===== config.mk =====
export PLATFORM = sky130hd
export DESIGN_NAME = cef_top
export DESIGN_NICKNAME = d
export VERILOG_FILES = /design/src/hw/cef_pkg.sv /design/src/hw/cef_sync.sv /design/src/hw/cef_mem.sv /design/src/hw/cef_top.sv
export SDC_FILE = /design/constraint.sdc
export NUM_CORES = 1
export LEC_CHECK = 0
export ABC_AREA = 1
export BUFFER_PORTS_ARGS = -buffer_cell sky130_fd_sc_hd__buf_2
export CAP_MARGIN = 20
export CELL_PAD_IN_SITES_DETAIL_PLACEMENT = 1
export CELL_PAD_IN_SITES_GLOBAL_PLACEMENT = 1
export CORE_AREA = 2 2 211 151
export CTS_BUF_LIST = sky130_fd_sc_hd__clkbuf_16
export DETAILED_ROUTE_END_ITERATION = 12
export DIE_AREA = 0 0 213 153
export GPL_TIMING_DRIVEN = 0
export MAX_ROUTING_LAYER = met4
export PLACE_DENSITY = 0.83
export RECOVER_POWER = 100
export SYNTH_ARGS = -nofsm -noshare
export SYNTH_HDL_FRONTEND = slang
export SYNTH_SLANG_ARGS = --single-unit

===== constraint.sdc =====
create_clock -name clk -period 4.4 [get_ports clk]
set_input_delay 0.88 -clock clk [delete_from_list [all_inputs] [get_ports clk]]
set_output_delay 0.88 -clock clk [all_outputs]
set_load 0.02 [all_outputs]

===== src/hw/cef_pkg.sv =====
// shared constants, types and helpers of the channel a capture event block
package cef_pkg;
   localparam int CEF_ADR_W = 8;
   localparam logic [7:0] CEF_OFF_STATUS = 8'h00;
   localparam logic [7:0] CEF_OFF_MASK = 8'h04;
   localparam logic [7:0] CEF_OFF_CTRL = 8'h08;
   localparam logic [7:0] CEF_OFF_WINDOW = 8'h0C;
   localparam logic [7:0] CEF_OFF_THRESH = 8'h10;
   localparam logic [7:0] CEF_OFF_CAPSTAT = 8'h14;
   localparam int CEF_FLAG_SYNC = 3;
   localparam int CEF_FLAG_DONE = 2;
   localparam int CEF_FLAG_OVR = 1;
   localparam int CEF_DATA_W = 10;
   localparam int CEF_STOP_W = 12;
   localparam int CEF_CNT_W = 24;
   localparam int CEF_CTL_W = 10;
   localparam int CEF_CTL_CHRST = 14;
   localparam int CEF_CTL_PRST = 15;
   localparam int CEF_WIN_V_LO = 16;
   localparam int CEF_CAP_LVL_LO = 8;
   localparam int CEF_THRESH_RST = 8;
   localparam int CEF_FIFO_AW = 4;
   localparam logic [7:0] CEF_CODE_ONES = 8'hFF;
   localparam logic [7:0] CEF_CODE_ZERO = 8'h00;

   // control word, bit 9 down to bit 0
   typedef struct packed {
      logic ena;
      logic second_field_capture_bit;
      logic first_field_capture_bit;
      logic frame_capture_bit;
      logic repeat_capture_bit;
      logic raw_field_operation_enable;
      logic [2:0] cmode;
      logic transport_stream_mode;
   } cef_ctl_t;

   typedef struct packed {
      logic [CEF_STOP_W-1:0] window_vertical_stop;
      logic [CEF_STOP_W-1:0] window_horizontal_stop;
   } cef_stop_t;

   function automatic logic cef_is_sync_mode(input cef_ctl_t c);
      return !c.transport_stream_mode && !c.cmode[1];
   endfunction

   function automatic logic cef_is_raw_mode(input cef_ctl_t c);
      return !c.transport_stream_mode && c.cmode[1];
   endfunction

   // xy = data[9:2] of the fourth code word
   function automatic logic cef_xy_ok(input logic [7:0] xy);
      logic f, v, h;
      f = xy[6];
      v = xy[5];
      h = xy[4];
      return xy[7] && (xy[3] == (v ^ h)) && (xy[2] == (f ^ h)) && (xy[1] == (f ^ v)) && (xy[0] == (f ^ v ^ h));
   endfunction

   function automatic logic [31:0] cef_merge(input logic [31:0] old, input logic [31:0] wd, input logic [3:0] sel);
      logic [31:0] r;
      r = old;
      for (int i = 0; i < 4; i++) begin
         if (sel[i]) begin
            r[i*8 +: 8] = wd[i*8 +: 8];
         end
      end
      return r;
   endfunction
endpackage


===== src/hw/cef_sync.sv =====
// two flip-flop synchroniser for pin inputs
`timescale 1ns/100ps
module cef_sync
   import cef_pkg::*;
#(parameter int W = 11)
(
   input wire logic clk,
   input wire logic rst,
   input wire logic [W-1:0] d,
   output logic [W-1:0] q
);
   typedef struct packed {
      logic [W-1:0] s1;
      logic [W-1:0] s2;
   } cef_sync_state_t;

   cef_sync_state_t st_r, st_nxt;

   // first stage feeds only the second
   always_comb begin
      st_nxt.s1 = rst ? '0 : d;
      st_nxt.s2 = rst ? '0 : st_r.s1;
   end

   always_ff @(posedge clk) begin
      st_r <= st_nxt;
   end

   assign q = st_r.s2;
endmodule


===== src/hw/cef_mem.sv =====
// capture fifo storage with registered read data
`timescale 1ns/100ps
module cef_mem
   import cef_pkg::*;
#(parameter int DW = CEF_DATA_W, parameter int AW = CEF_FIFO_AW)
(
   input wire logic clk,
   input wire logic rst,
   input wire logic we,
   input wire logic [AW-1:0] waddr,
   input wire logic [DW-1:0] wdata,
   input wire logic [AW-1:0] raddr,
   output logic [DW-1:0] rdata
);
   typedef struct packed {
      logic [(1<<AW)-1:0][DW-1:0] mem;
      logic [DW-1:0] rd;
   } cef_mem_state_t;

   cef_mem_state_t st_r, st_nxt;

   // storage keeps its contents over reset, only the read register clears
   always_comb begin
      st_nxt = st_r;
      if (we) begin
         st_nxt.mem[waddr] = wdata;
      end
      st_nxt.rd = rst ? '0 : st_r.mem[raddr];
   end

   always_ff @(posedge clk) begin
      st_r <= st_nxt;
   end

   assign rdata = st_r.rd;
endmodule


===== src/hw/cef_top.sv =====
// channel a capture event flags with capture fifo and wishbone registers
`timescale 1ns/100ps
module cef_top
   import cef_pkg::*;
#(parameter int FIFO_AW = CEF_FIFO_AW)
(
   input wire logic clk,
   input wire logic rst,
   input wire logic wb_cyc_i,
   input wire logic wb_stb_i,
   input wire logic wb_we_i,
   input wire logic [CEF_ADR_W-1:0] wb_adr_i,
   input wire logic [3:0] wb_sel_i,
   input wire logic [31:0] wb_dat_i,
   output logic [31:0] wb_dat_o,
   output logic wb_ack_o,
   input wire logic [CEF_DATA_W-1:0] vid_data,
   input wire logic vid_capen,
   input wire logic dma_rd,
   output logic [CEF_DATA_W-1:0] dma_data,
   output logic dma_valid,
   output logic dma_req,
   output logic irq
);
   localparam int FL_W = FIFO_AW + 1;
   localparam logic [FL_W-1:0] DEPTH = FL_W'(1 << FIFO_AW);

   typedef struct packed {
      logic ack;
      logic [31:0] rdat;
      logic [3:1] stat;
      logic [3:1] mask;
      cef_ctl_t ctl;
      cef_stop_t stop;
      logic [FL_W-1:0] thresh;
      logic [7:0] h1;
      logic [7:0] h2;
      logic [7:0] h3;
      logic fld;
      logic vbl;
      logic hbl;
      logic [CEF_CNT_W-1:0] cnt;
      logic f1d;
      logic f2d;
      logic frd;
      logic f1seen;
      logic rawfld;
      logic stopped;
      logic [FIFO_AW-1:0] wp;
      logic [FIFO_AW-1:0] rp;
      logic [FL_W-1:0] level;
      logic dvalid;
      logic dreq;
      logic irq;
   } cef_state_t;

   localparam cef_state_t ST_RST = '{thresh: FL_W'(CEF_THRESH_RST), default: '0};

   cef_state_t st_r, st_nxt;
   logic [CEF_DATA_W:0] pin_q;
   logic [CEF_DATA_W-1:0] cap_d;
   logic cap_en;
   logic [7:0] samp;
   logic is_xy, is_rsv, xy_ok;
   logic mode_sync, mode_raw, mode_tsi, field_mode;
   logic armed, store, hit, cur_field;
   logic field_evt, f1_evt, f2_evt, frame_evt, complete_evt, sync_err_evt;
   logic pop, full, ovw;
   logic bus_req, bus_wr, bus_rd, hit_stat;
   logic [3:1] set_v, clr_v;

   cef_sync #(.W(CEF_DATA_W + 1)) u_sync (
      .clk(clk),
      .rst(rst),
      .d({vid_capen, vid_data}),
      .q(pin_q)
   );

   assign cap_d = pin_q[CEF_DATA_W-1:0];
   assign cap_en = pin_q[CEF_DATA_W];
   assign samp = cap_d[CEF_DATA_W-1 -: 8];

   assign mode_sync = cef_is_sync_mode(st_r.ctl);
   assign mode_raw = cef_is_raw_mode(st_r.ctl);
   assign mode_tsi = st_r.ctl.transport_stream_mode;
   assign field_mode = mode_sync || (mode_raw && st_r.ctl.raw_field_operation_enable);

   // word after ones/zero/zero preamble is the timing code
   assign is_xy = (st_r.h3 == CEF_CODE_ONES) && (st_r.h2 == CEF_CODE_ZERO) && (st_r.h1 == CEF_CODE_ZERO);
   assign is_rsv = (samp == CEF_CODE_ONES) || (samp == CEF_CODE_ZERO);
   assign xy_ok = cef_xy_ok(samp);
   assign sync_err_evt = st_r.ctl.ena && cap_en && mode_sync && is_xy && !xy_ok;

   assign armed = st_r.ctl.ena && !st_r.stopped && cap_en;
   // in sync mode reserved code words are not video, so they never enter the fifo; raw and stream modes store them
   assign store = armed && (mode_sync ? (!is_xy && !is_rsv && !st_r.vbl && !st_r.hbl) : 1'b1);
   assign hit = store && (st_r.cnt == st_r.stop);
   assign cur_field = mode_sync ? st_r.fld : (field_mode && st_r.rawfld);

   assign field_evt = hit && field_mode;
   assign f1_evt = field_evt && !cur_field;
   assign f2_evt = field_evt && cur_field;
   assign frame_evt = (hit && !field_mode) || (f2_evt && st_r.f1seen);
   // done is raised at the last stored word, not when dma has drained it
   assign complete_evt = (st_r.ctl.frame_capture_bit || !field_mode) ? frame_evt :
                         ((f1_evt && st_r.ctl.first_field_capture_bit) ||
                          (f2_evt && st_r.ctl.second_field_capture_bit));

   assign pop = dma_rd && st_r.dvalid;
   assign full = st_r.level == DEPTH;
   assign ovw = store && full && !pop;

   assign bus_req = wb_cyc_i && wb_stb_i;
   assign bus_wr = bus_req && st_r.ack && wb_we_i;
   assign bus_rd = bus_req && st_r.ack && !wb_we_i;
   assign hit_stat = wb_adr_i == CEF_OFF_STATUS;

   always_comb begin
      set_v = '0;
      set_v[CEF_FLAG_SYNC] = sync_err_evt;
      set_v[CEF_FLAG_DONE] = complete_evt;
      set_v[CEF_FLAG_OVR] = ovw;
      clr_v = '0;
      // write one clears; a read clears only what that read returned
      if (bus_wr && hit_stat && wb_sel_i[0]) begin
         clr_v = wb_dat_i[3:1];
      end
      if (bus_rd && hit_stat) begin
         clr_v = st_r.rdat[3:1];
      end
   end

   cef_mem #(.DW(CEF_DATA_W), .AW(FIFO_AW)) u_mem (
      .clk(clk),
      .rst(rst),
      .we(store),
      .waddr(st_r.wp),
      .wdata(cap_d),
      .raddr(st_r.rp),
      .rdata(dma_data)
   );

   always_comb begin
      logic [31:0] m;
      logic [31:0] rv;
      m = '0;
      rv = '0;
      st_nxt = st_r;

      // timing code decode and sample history
      if (cap_en) begin
         st_nxt.h1 = samp;
         st_nxt.h2 = st_r.h1;
         st_nxt.h3 = st_r.h2;
      end
      if (cap_en && mode_sync && is_xy && xy_ok) begin
         st_nxt.fld = samp[6];
         st_nxt.vbl = samp[5];
         st_nxt.hbl = samp[4];
         if (samp[6] != st_r.fld) begin
            st_nxt.cnt = '0;
         end else if (samp[4] && !st_r.hbl && !st_r.vbl && armed) begin
            st_nxt.cnt = {st_r.cnt[CEF_CNT_W-1 -: CEF_STOP_W] + CEF_STOP_W'(1), CEF_STOP_W'(0)};
         end
      end

      // data counter against the combined stop value
      if (hit) begin
         st_nxt.cnt = '0;
      end else if (store && mode_sync) begin
         st_nxt.cnt[CEF_STOP_W-1:0] = st_r.cnt[CEF_STOP_W-1:0] + CEF_STOP_W'(1);
      end else if (store) begin
         st_nxt.cnt = st_r.cnt + CEF_CNT_W'(1);
      end

      // done bits live until the first word of the next window
      st_nxt.f1d = f1_evt || (st_r.f1d && !(store && st_r.cnt == '0));
      st_nxt.f2d = f2_evt || (st_r.f2d && !(store && st_r.cnt == '0));
      st_nxt.frd = frame_evt || (st_r.frd && !(store && st_r.cnt == '0));
      if (f1_evt) begin
         st_nxt.f1seen = 1'b1;
      end else if (f2_evt) begin
         st_nxt.f1seen = 1'b0;
      end
      if (field_evt && !mode_sync) begin
         st_nxt.rawfld = !st_r.rawfld;
      end
      if (complete_evt && !st_r.ctl.repeat_capture_bit) begin
         st_nxt.stopped = 1'b1;
      end

      // fifo; when full the oldest word is dropped
      if (store) begin
         st_nxt.wp = st_r.wp + FIFO_AW'(1);
      end
      if (pop || ovw) begin
         st_nxt.rp = st_r.rp + FIFO_AW'(1);
      end
      if (store && !pop && !full) begin
         st_nxt.level = st_r.level + FL_W'(1);
      end else if (pop && !store) begin
         st_nxt.level = st_r.level - FL_W'(1);
      end
      // head word lags its pointer by one cycle, so valid skips that cycle
      st_nxt.dvalid = (st_r.level != '0) && !pop && !ovw;
      st_nxt.dreq = st_r.level >= st_r.thresh;

      st_nxt.stat = set_v | (st_r.stat & ~clr_v);

      // wishbone: ack one cycle after the request, effect at the ack edge
      st_nxt.ack = bus_req && !st_r.ack;
      st_nxt.rdat = '0;
      if (bus_req && !st_r.ack && !wb_we_i) begin
         case (wb_adr_i)
            CEF_OFF_STATUS: rv[3:1] = st_r.stat;
            CEF_OFF_MASK: rv[3:1] = st_r.mask;
            CEF_OFF_CTRL: rv[CEF_CTL_W-1:0] = st_r.ctl;
            CEF_OFF_WINDOW: begin
               rv[CEF_WIN_V_LO +: CEF_STOP_W] = st_r.stop.window_vertical_stop;
               rv[CEF_STOP_W-1:0] = st_r.stop.window_horizontal_stop;
            end
            CEF_OFF_THRESH: rv[FL_W-1:0] = st_r.thresh;
            CEF_OFF_CAPSTAT: begin
               rv[3:0] = {st_r.fld, st_r.frd, st_r.f2d, st_r.f1d};
               rv[CEF_CAP_LVL_LO +: FL_W] = st_r.level;
            end
            default: rv = '0;
         endcase
         st_nxt.rdat = rv;
      end

      if (bus_wr) begin
         case (wb_adr_i)
            CEF_OFF_MASK: begin
               m = cef_merge({28'h0, st_r.mask, 1'b0}, wb_dat_i, wb_sel_i);
               st_nxt.mask = m[3:1];
            end
            CEF_OFF_CTRL: begin
               m = cef_merge({22'h0, st_r.ctl}, wb_dat_i, wb_sel_i);
               st_nxt.ctl = m[CEF_CTL_W-1:0];
               st_nxt.stopped = 1'b0;
            end
            CEF_OFF_WINDOW: begin
               m = cef_merge({4'h0, st_r.stop.window_vertical_stop, 4'h0, st_r.stop.window_horizontal_stop},
                             wb_dat_i, wb_sel_i);
               st_nxt.stop.window_vertical_stop = m[CEF_WIN_V_LO +: CEF_STOP_W];
               st_nxt.stop.window_horizontal_stop = m[CEF_STOP_W-1:0];
            end
            CEF_OFF_THRESH: begin
               m = cef_merge(32'(st_r.thresh), wb_dat_i, wb_sel_i);
               st_nxt.thresh = m[FL_W-1:0];
            end
            default: m = '0;
         endcase
      end

      // recovery path after a sync error: channel reset keeps flags and setup
      if (bus_wr && wb_adr_i == CEF_OFF_CTRL && wb_sel_i[1] && wb_dat_i[CEF_CTL_CHRST]) begin
         st_nxt.h1 = '0;
         st_nxt.h2 = '0;
         st_nxt.h3 = '0;
         st_nxt.fld = 1'b0;
         st_nxt.vbl = 1'b0;
         st_nxt.hbl = 1'b0;
         st_nxt.cnt = '0;
         st_nxt.f1d = 1'b0;
         st_nxt.f2d = 1'b0;
         st_nxt.frd = 1'b0;
         st_nxt.f1seen = 1'b0;
         st_nxt.rawfld = 1'b0;
         st_nxt.wp = '0;
         st_nxt.rp = '0;
         st_nxt.level = '0;
         st_nxt.dvalid = 1'b0;
         st_nxt.dreq = 1'b0;
      end
      if (bus_wr && wb_adr_i == CEF_OFF_CTRL && wb_sel_i[1] && wb_dat_i[CEF_CTL_PRST]) begin
         st_nxt = ST_RST;
      end
      st_nxt.irq = |(st_nxt.stat & st_nxt.mask);
   end

   always_ff @(posedge clk) begin
      if (rst) begin
         st_r <= ST_RST;
      end else begin
         st_r <= st_nxt;
      end
   end

   assign wb_dat_o = st_r.rdat;
   assign wb_ack_o = st_r.ack;
   assign dma_valid = st_r.dvalid;
   assign dma_req = st_r.dreq;
   assign irq = st_r.irq;
endmodule


Word-level counts from Yosys, hierarchy flattened
Cells that the tools add are included.
- add/sub/neg operators: 7
- magnitude comparators: 4
- equality and inequality tests: 14
- mux-type cells: 50
- bitwise logic cells: 11
- reduce and logical (&&, ||, !) cells: 117
- operators by type and width (operator ; number):
    $bwmux 160 ; 1
    $mux 24 ; 6
    $mux 118 ; 1
    $logic_and 1x1->1 ; 63
    $mux 56 ; 1
    $mux 42 ; 1
    $bmux 10 s4 ; 1
    $demux 10 s4 ; 1
    $logic_not 8->1 ; 4
    $mux 10 ; 3
    $mux 27 ; 1
    $add 12x1->12 const B ; 2
    $add 24x1->24 const B ; 1
    $eq 24x24->1 ; 1
    $logic_not 24->1 ; 1
    $mux 12 ; 2
    $mux 8 ; 3
    $reduce_and 3->1 ; 7
    $logic_not 1->1 ; 20
    $mux 4 ; 5
    $mux 5 ; 4
    $pmux 3 s6 ; 1
    $eq 8x4->1 const B ; 2
    $eq 8x5->1 const B ; 2
    34 further kinds ; 69
- register bits: 343
- input port bits: 61
- output and inout port bits: 46
- logic and storage cells: 262

Longest topological paths before layout
- depth after elaboration: 22
- gate-level depth with buffers: 18
- depth with buffers taken out: 18

Cells and area by module
From an unflattened synthesis, not the netlist that was laid out.
- cell total of the unflattened synthesis: 1930
- area, all modules: 15790.1 sq um
- modules (own cells, without submodules) (module ; instances ; cells each ; area an instance (sq um)):
    cef_top ; 1 ; 1177 ; 7952.6
    cef_mem ; 1 ; 674 ; 7126.8
    cef_sync ; 1 ; 79 ; 710.7

Worst setup path before layout
No wires, ideal clock.
- kind: reg-to-reg
- from: register u_sync.st_r, in the netlist u_sync.q[6]
- to: register st_r[7] (netlist bit)
- library setup time: 0.122 ns
- arrival: 2.505 ns
- setup slack: 1.773 ns
- cell stages (with the launch flop): 18
- path buffers: 0
- clock period less this slack: 2.627 ns
- cell sequence: dfxtp_1 > inv_1 > ha_1 > nand2_1 > nor2_1 > nand2_1 > nand2_1 > nor2_2 > a21oi_4 > inv_2 > nand3b_1 > ha_1 > inv_1 > o21bai_1 > a31oi_1 > o21ai_0 > o21ai_0 > a21oi_1
- word-level cells in the longest chain between the ends: 11
- elaborated cells on any way between the ends: 15
- those cells by class: 1 x eq/ne; 2 x mux; 12 x reduce/logical
- ends and longest elaborated chain (item ; RTL line ; source):
    start: declaration ; cef_sync.sv:17 ; cef_sync_state_t st_r, st_nxt;
    start signal: assignment ; cef_sync.sv:26 ; st_r <= st_nxt;
    $eq 8x8->1 or $logic_not 8->1 (tied branches) ; cef_top.sv:90 ; assign is_rsv = (samp == CEF_CODE_ONES) || (samp == CEF_CODE_ZERO);
    $logic_or 1x1->1 (*) ; cef_top.sv:90 ;
    $logic_not 1->1 (*) ; cef_top.sv:96 ; assign store = armed && (mode_sync ? (!is_xy && !is_rsv && !st_r.vbl && !st_r.hbl) : 1'b1);
    $logic_and 1x1->1 (*) (3 in series) ; cef_top.sv:96 ;
    $mux 1 (*) ; cef_top.sv:96 ;
    $logic_and 1x1->1 (*) ; cef_top.sv:96 ;
    $logic_and 1x1->1 or $logic_not 1->1 (tied branches) ; cef_top.sv:199, cef_top.sv:201 ;
    $logic_and 1x1->1 (on tied branches) ; cef_top.sv:199, cef_top.sv:201 ;
    $mux 5 or $reduce_bool 2->1 (tied branches) ; n/a ;
    end signal: assignment ; cef_top.sv:287 ; st_r <= st_nxt;
    end: declaration ; cef_top.sv:59 ; cef_state_t st_r, st_nxt;
Every way passes the cells marked *; elsewhere a longest branch is shown, timed or not.
A chain may end at the register's enable or synchronous reset.

Worst setup path in the final report
- from: register u_sync.st_r, in the netlist u_sync.q[6]
- to: register u_mem.st_r[35] (netlist bit), enable pin
- word-level cells in the longest chain between the ends: 8
- elaborated cells on any way between the ends: 9
- those cells by class: 1 x eq/ne; 1 x mux; 7 x reduce/logical
- ends and longest elaborated chain (item ; RTL line ; source):
    $eq 8x8->1 or $logic_not 8->1 (tied branches) ; cef_top.sv:90 ;
    $logic_or 1x1->1 (*) ; cef_top.sv:90 ;
    $logic_not 1->1 (*) ; cef_top.sv:96 ;
    $logic_and 1x1->1 (*) (3 in series) ; cef_top.sv:96 ;
    $mux 1 (*) ; cef_top.sv:96 ;
    $logic_and 1x1->1 (*) ; cef_top.sv:96 ;
    end signal: assignment ; cef_mem.sv:32 ; st_r <= st_nxt;
    end: declaration ; cef_mem.sv:20 ; cef_mem_state_t st_r, st_nxt;
Marked as above.

==> flow_metrics.py <==
metrics = {
    "yosys": {
        "synth_edf_count": 160,
        "synth.most_common_cell": "nand2_1",
        "syn_area_um2": 15100,
        "syn_area_per_cell_um2": 8.81,
        "syn_inst": 1713,
        "async_flop_share": 0,
        "synth_top_area_frac": 0.318,
        "synthTopCellsByArea": "edfxtp_1, dfxtp_1, nand2_1",
        "synth_common_cells": "nand2_1, nor2_1, dfxtp_1, edfxtp_1, inv_1",
        "synth_top_area_cell": "edfxtp_1",
        "ys_types": 51,
        "ys_ff_latch": 336,
        "ys.warnings.count": 0,
        "ys_seq_area_frac": 0.552,
        "synth_flop_cell": "dfxtp_1",
    },
    "clocking": {
        "cts_hold_buf": 0,
        "ctsRootBufferMaster": "clkbuf_16",
        "clk-insertion-delay-late_ns": 0.55,
        "cts.sinks": 336,
        "numCtsBuffers": 34,
        "clock_path_buffers": 3,
        "cts_max_level": 2,
        "cts_resized": 0,
        "postCtsSetupBuffers": 0,
        "clkSlewWorstSetupHoldPaths_ns": 0.06,
        "cts_tree": "done",
    },
    "place": {
        "placed_area_um2": 16100,
        "place.port_buffers": 91,
        "gp_congestion": 0.935,
        "place_hpwl_um": 35500,
        "dp.cells": 2230,
    },
    "timing": {
        "tns_ns": 0,
        "holdWs_ns": 0.400,
        "finalCritPeriodShare": 0.949,
        "drv_slew": 8,
        "layout_min_cycle_time_ns": 4.18,
        "rsz0062_at_grt": "false",
        "skew_ns": 0.0224,
        "hold_viol": 0,
        "setup_violations": 0,
        "worstMarginPinSlew_ns": 1.76,
        "max_freq_mhz": 239,
        "relSlewSlack": -0.187,
    },
    "power_and_ir_drop": {
        "power_mw": 6.93,
        "irDropWorstVdd_v": 0.000261,
        "p_leak_nw": 6.30,
        "powerDensity_nw_per_um2": 408,
    },
    "floorplan": {
        "die_w_um": 213,
        "die_area_um2": 32600,
        "die_y_um": 153,
        "coreArea_um2": 30600,
        "initial_core_util": 0.493,
        "io_pins": 107,
        "row_count": 54,
    },
    "layout": {
        "final_nets": 1930,
        "syn_to_final_growth_pct": 12.5,
        "drive_above_1_share": 0.0993,
        "final_area_um2": 17000,
        "final_cells": 2294,
    },
    "worst_setup_path": {
        "cp-end-kind": "register",
        "cp_cell_sequence": "inv_1 > ha_1 > nand2_1 > nor2_1 > nand2_1 > nand2_1 > nor2_2 > a21oi_2 > inv_1 > buf_2 > nand2_1 > nor2_1",
        "required_ns": 4.55,
        "crit_path_top_delay_cell": "dfxtp_1",
        "crit_type": "reg2reg",
        "critical_path.top_delay_family": "simple AND/OR/NAND/NOR gates",
        "path_common_cell": "nand2_1",
        "critPathMaxFanout": 21,
        "crit_buf_inv": 3,
        "cp.arrival_ns": 4.33,
        "cp_slowest_stage_delay_ns": 1.03,
        "start_kind": "register",
    },
    "global_route": {
        "grt.overflow.total": 0,
        "antenna_found_initial": 1,
        "grt_first_pass_wirelength_um": 75400,
        "grt_pass1_vias": 13300,
        "grt_max_degree": 23,
        "track_usage": 0.314,
    },
    "route": {
        "wl_per_cell_um": 21.5,
        "viasPerCell": 5.71,
        "vias": 13100,
        "drt-initial-drc-count": 1248,
        "antenna_left": 0,
        "routed_wl_um": 49300,
        "first_pass_iters": 5,
        "drc": 0,
    },
    "status": {
        "status": "finished, violations left",
        "violations": "max-capacitance violations, max-slew violations",
    },
    "job": {
        "drv_cap": 1,
    },
    "min_path": {
        "hp-class": "reg2reg",
    },
}
-- through the flow --
step           setup slack (ns)  utilization
4_1_cts                   0.445        0.559
2_1_floorplan              1.77            -
6_report                  0.225        0.555
3_5_place_dp              0.414        0.526
3_3_place_gp              0.640        0.526
5_1_grt                   0.137        0.555
-- cell type report --
cell class / count / area (µm²)
Buffer: 114 / 617
Sequential cell: 336 / 8330
Timing Repair Buffer: 94 / 417
Fill cell: 3674 / 13600
Multi-Input combinational cell: 1105 / 5440
Inverter: 164 / 618
Clock inverter: 25 / 154
Tap cell: 420 / 526
Clock buffer: 35 / 876
Antenna cell: 1 / 2.50
-- worst reg2reg max path, cell delays in order (launching register included) --
cell	delay [ns]
dfxtp_1	1.03
inv_1	0.25
ha_1	0.27
nand2_1	0.06
nor2_1	0.05
nand2_1	0.07
nand2_1	0.07
nor2_2	0.09
a21oi_2	0.16
inv_1	0.26
buf_2	0.32
nand2_1	0.25
nor2_1	0.91
-- state kept, by name, indices dropped and copies added (netlist names), 10 cells and up --
name         flops
u_sync.q        11
st_r           114
u_mem.rdata     10
u_sync.st_r     11
u_mem.st_r     160
wb_dat_o        25
-- final timing paths --
path                         from             end  slack [ns]  cells past startpoint
hold reg to reg   u_sync.st_r[17]     u_sync.q[6]        0.40                      2
hold / removal    u_sync.st_r[17]     u_sync.q[6]        0.40                      2
setup / recovery      u_sync.q[6]  u_mem.st_r[35]        0.22                     12
setup reg to reg      u_sync.q[6]  u_mem.st_r[35]        0.22                     12
-- logic make-up (layout without fill, tap and decap cells) --
logic type	after synthesis	after routing	synth area share
AOI/OAI and AO/OA	344	344	0.132
buffers and inverters	278	432	0.0840
xor gates and xnor gates	25	25	0.0145
adders and majority gates	20	20	0.0171
and+or+nand+nor	709	709	0.200
DFF	336	336	0.552
other	1	8	0.000248
-- cells in the final DEF, fill, tap and decap left out, types with 3 or more instances in the layout --
cell,n
a211oi_1,3
a21oi_1,130
a221oi_1,4
a31oi_1,4
buf_2,61
buf_4,46
clkbuf_1,97
clkbuf_16,35
clkbuf_2,3
clkinv_1,3
clkinv_2,3
conb_1,7
dfxtp_1,176
edfxtp_1,160
ha_1,19
inv_1,167
inv_2,9
nand2_1,323
nand3_1,70
nand3_2,3
nand3b_1,6
nand4_1,41
nor2_1,230
nor2_2,11
nor3_1,15
nor3_2,3
nor4_1,4
o211ai_1,17
o21ai_0,129
o221ai_1,31
o22ai_1,13
xor2_1,23
-- metal layers --
metal,vias up,wire length (µm),track usage
met5,-,0,-
met3,84,4680,0.0814
met1,6487,22000,0.430
met4,0,947,0.0776
li1,6025,-,-
met2,512,21700,0.464
-- power breakdown --
group | total (mW) | internal, mW | switching, mW
logic | 0.792 | 0.219 | 0.573
registers | 3.37 | 3.31 | 0.0591
clock network | 2.77 | 1.51 | 1.26
Power figures use the tool's default switching activity.
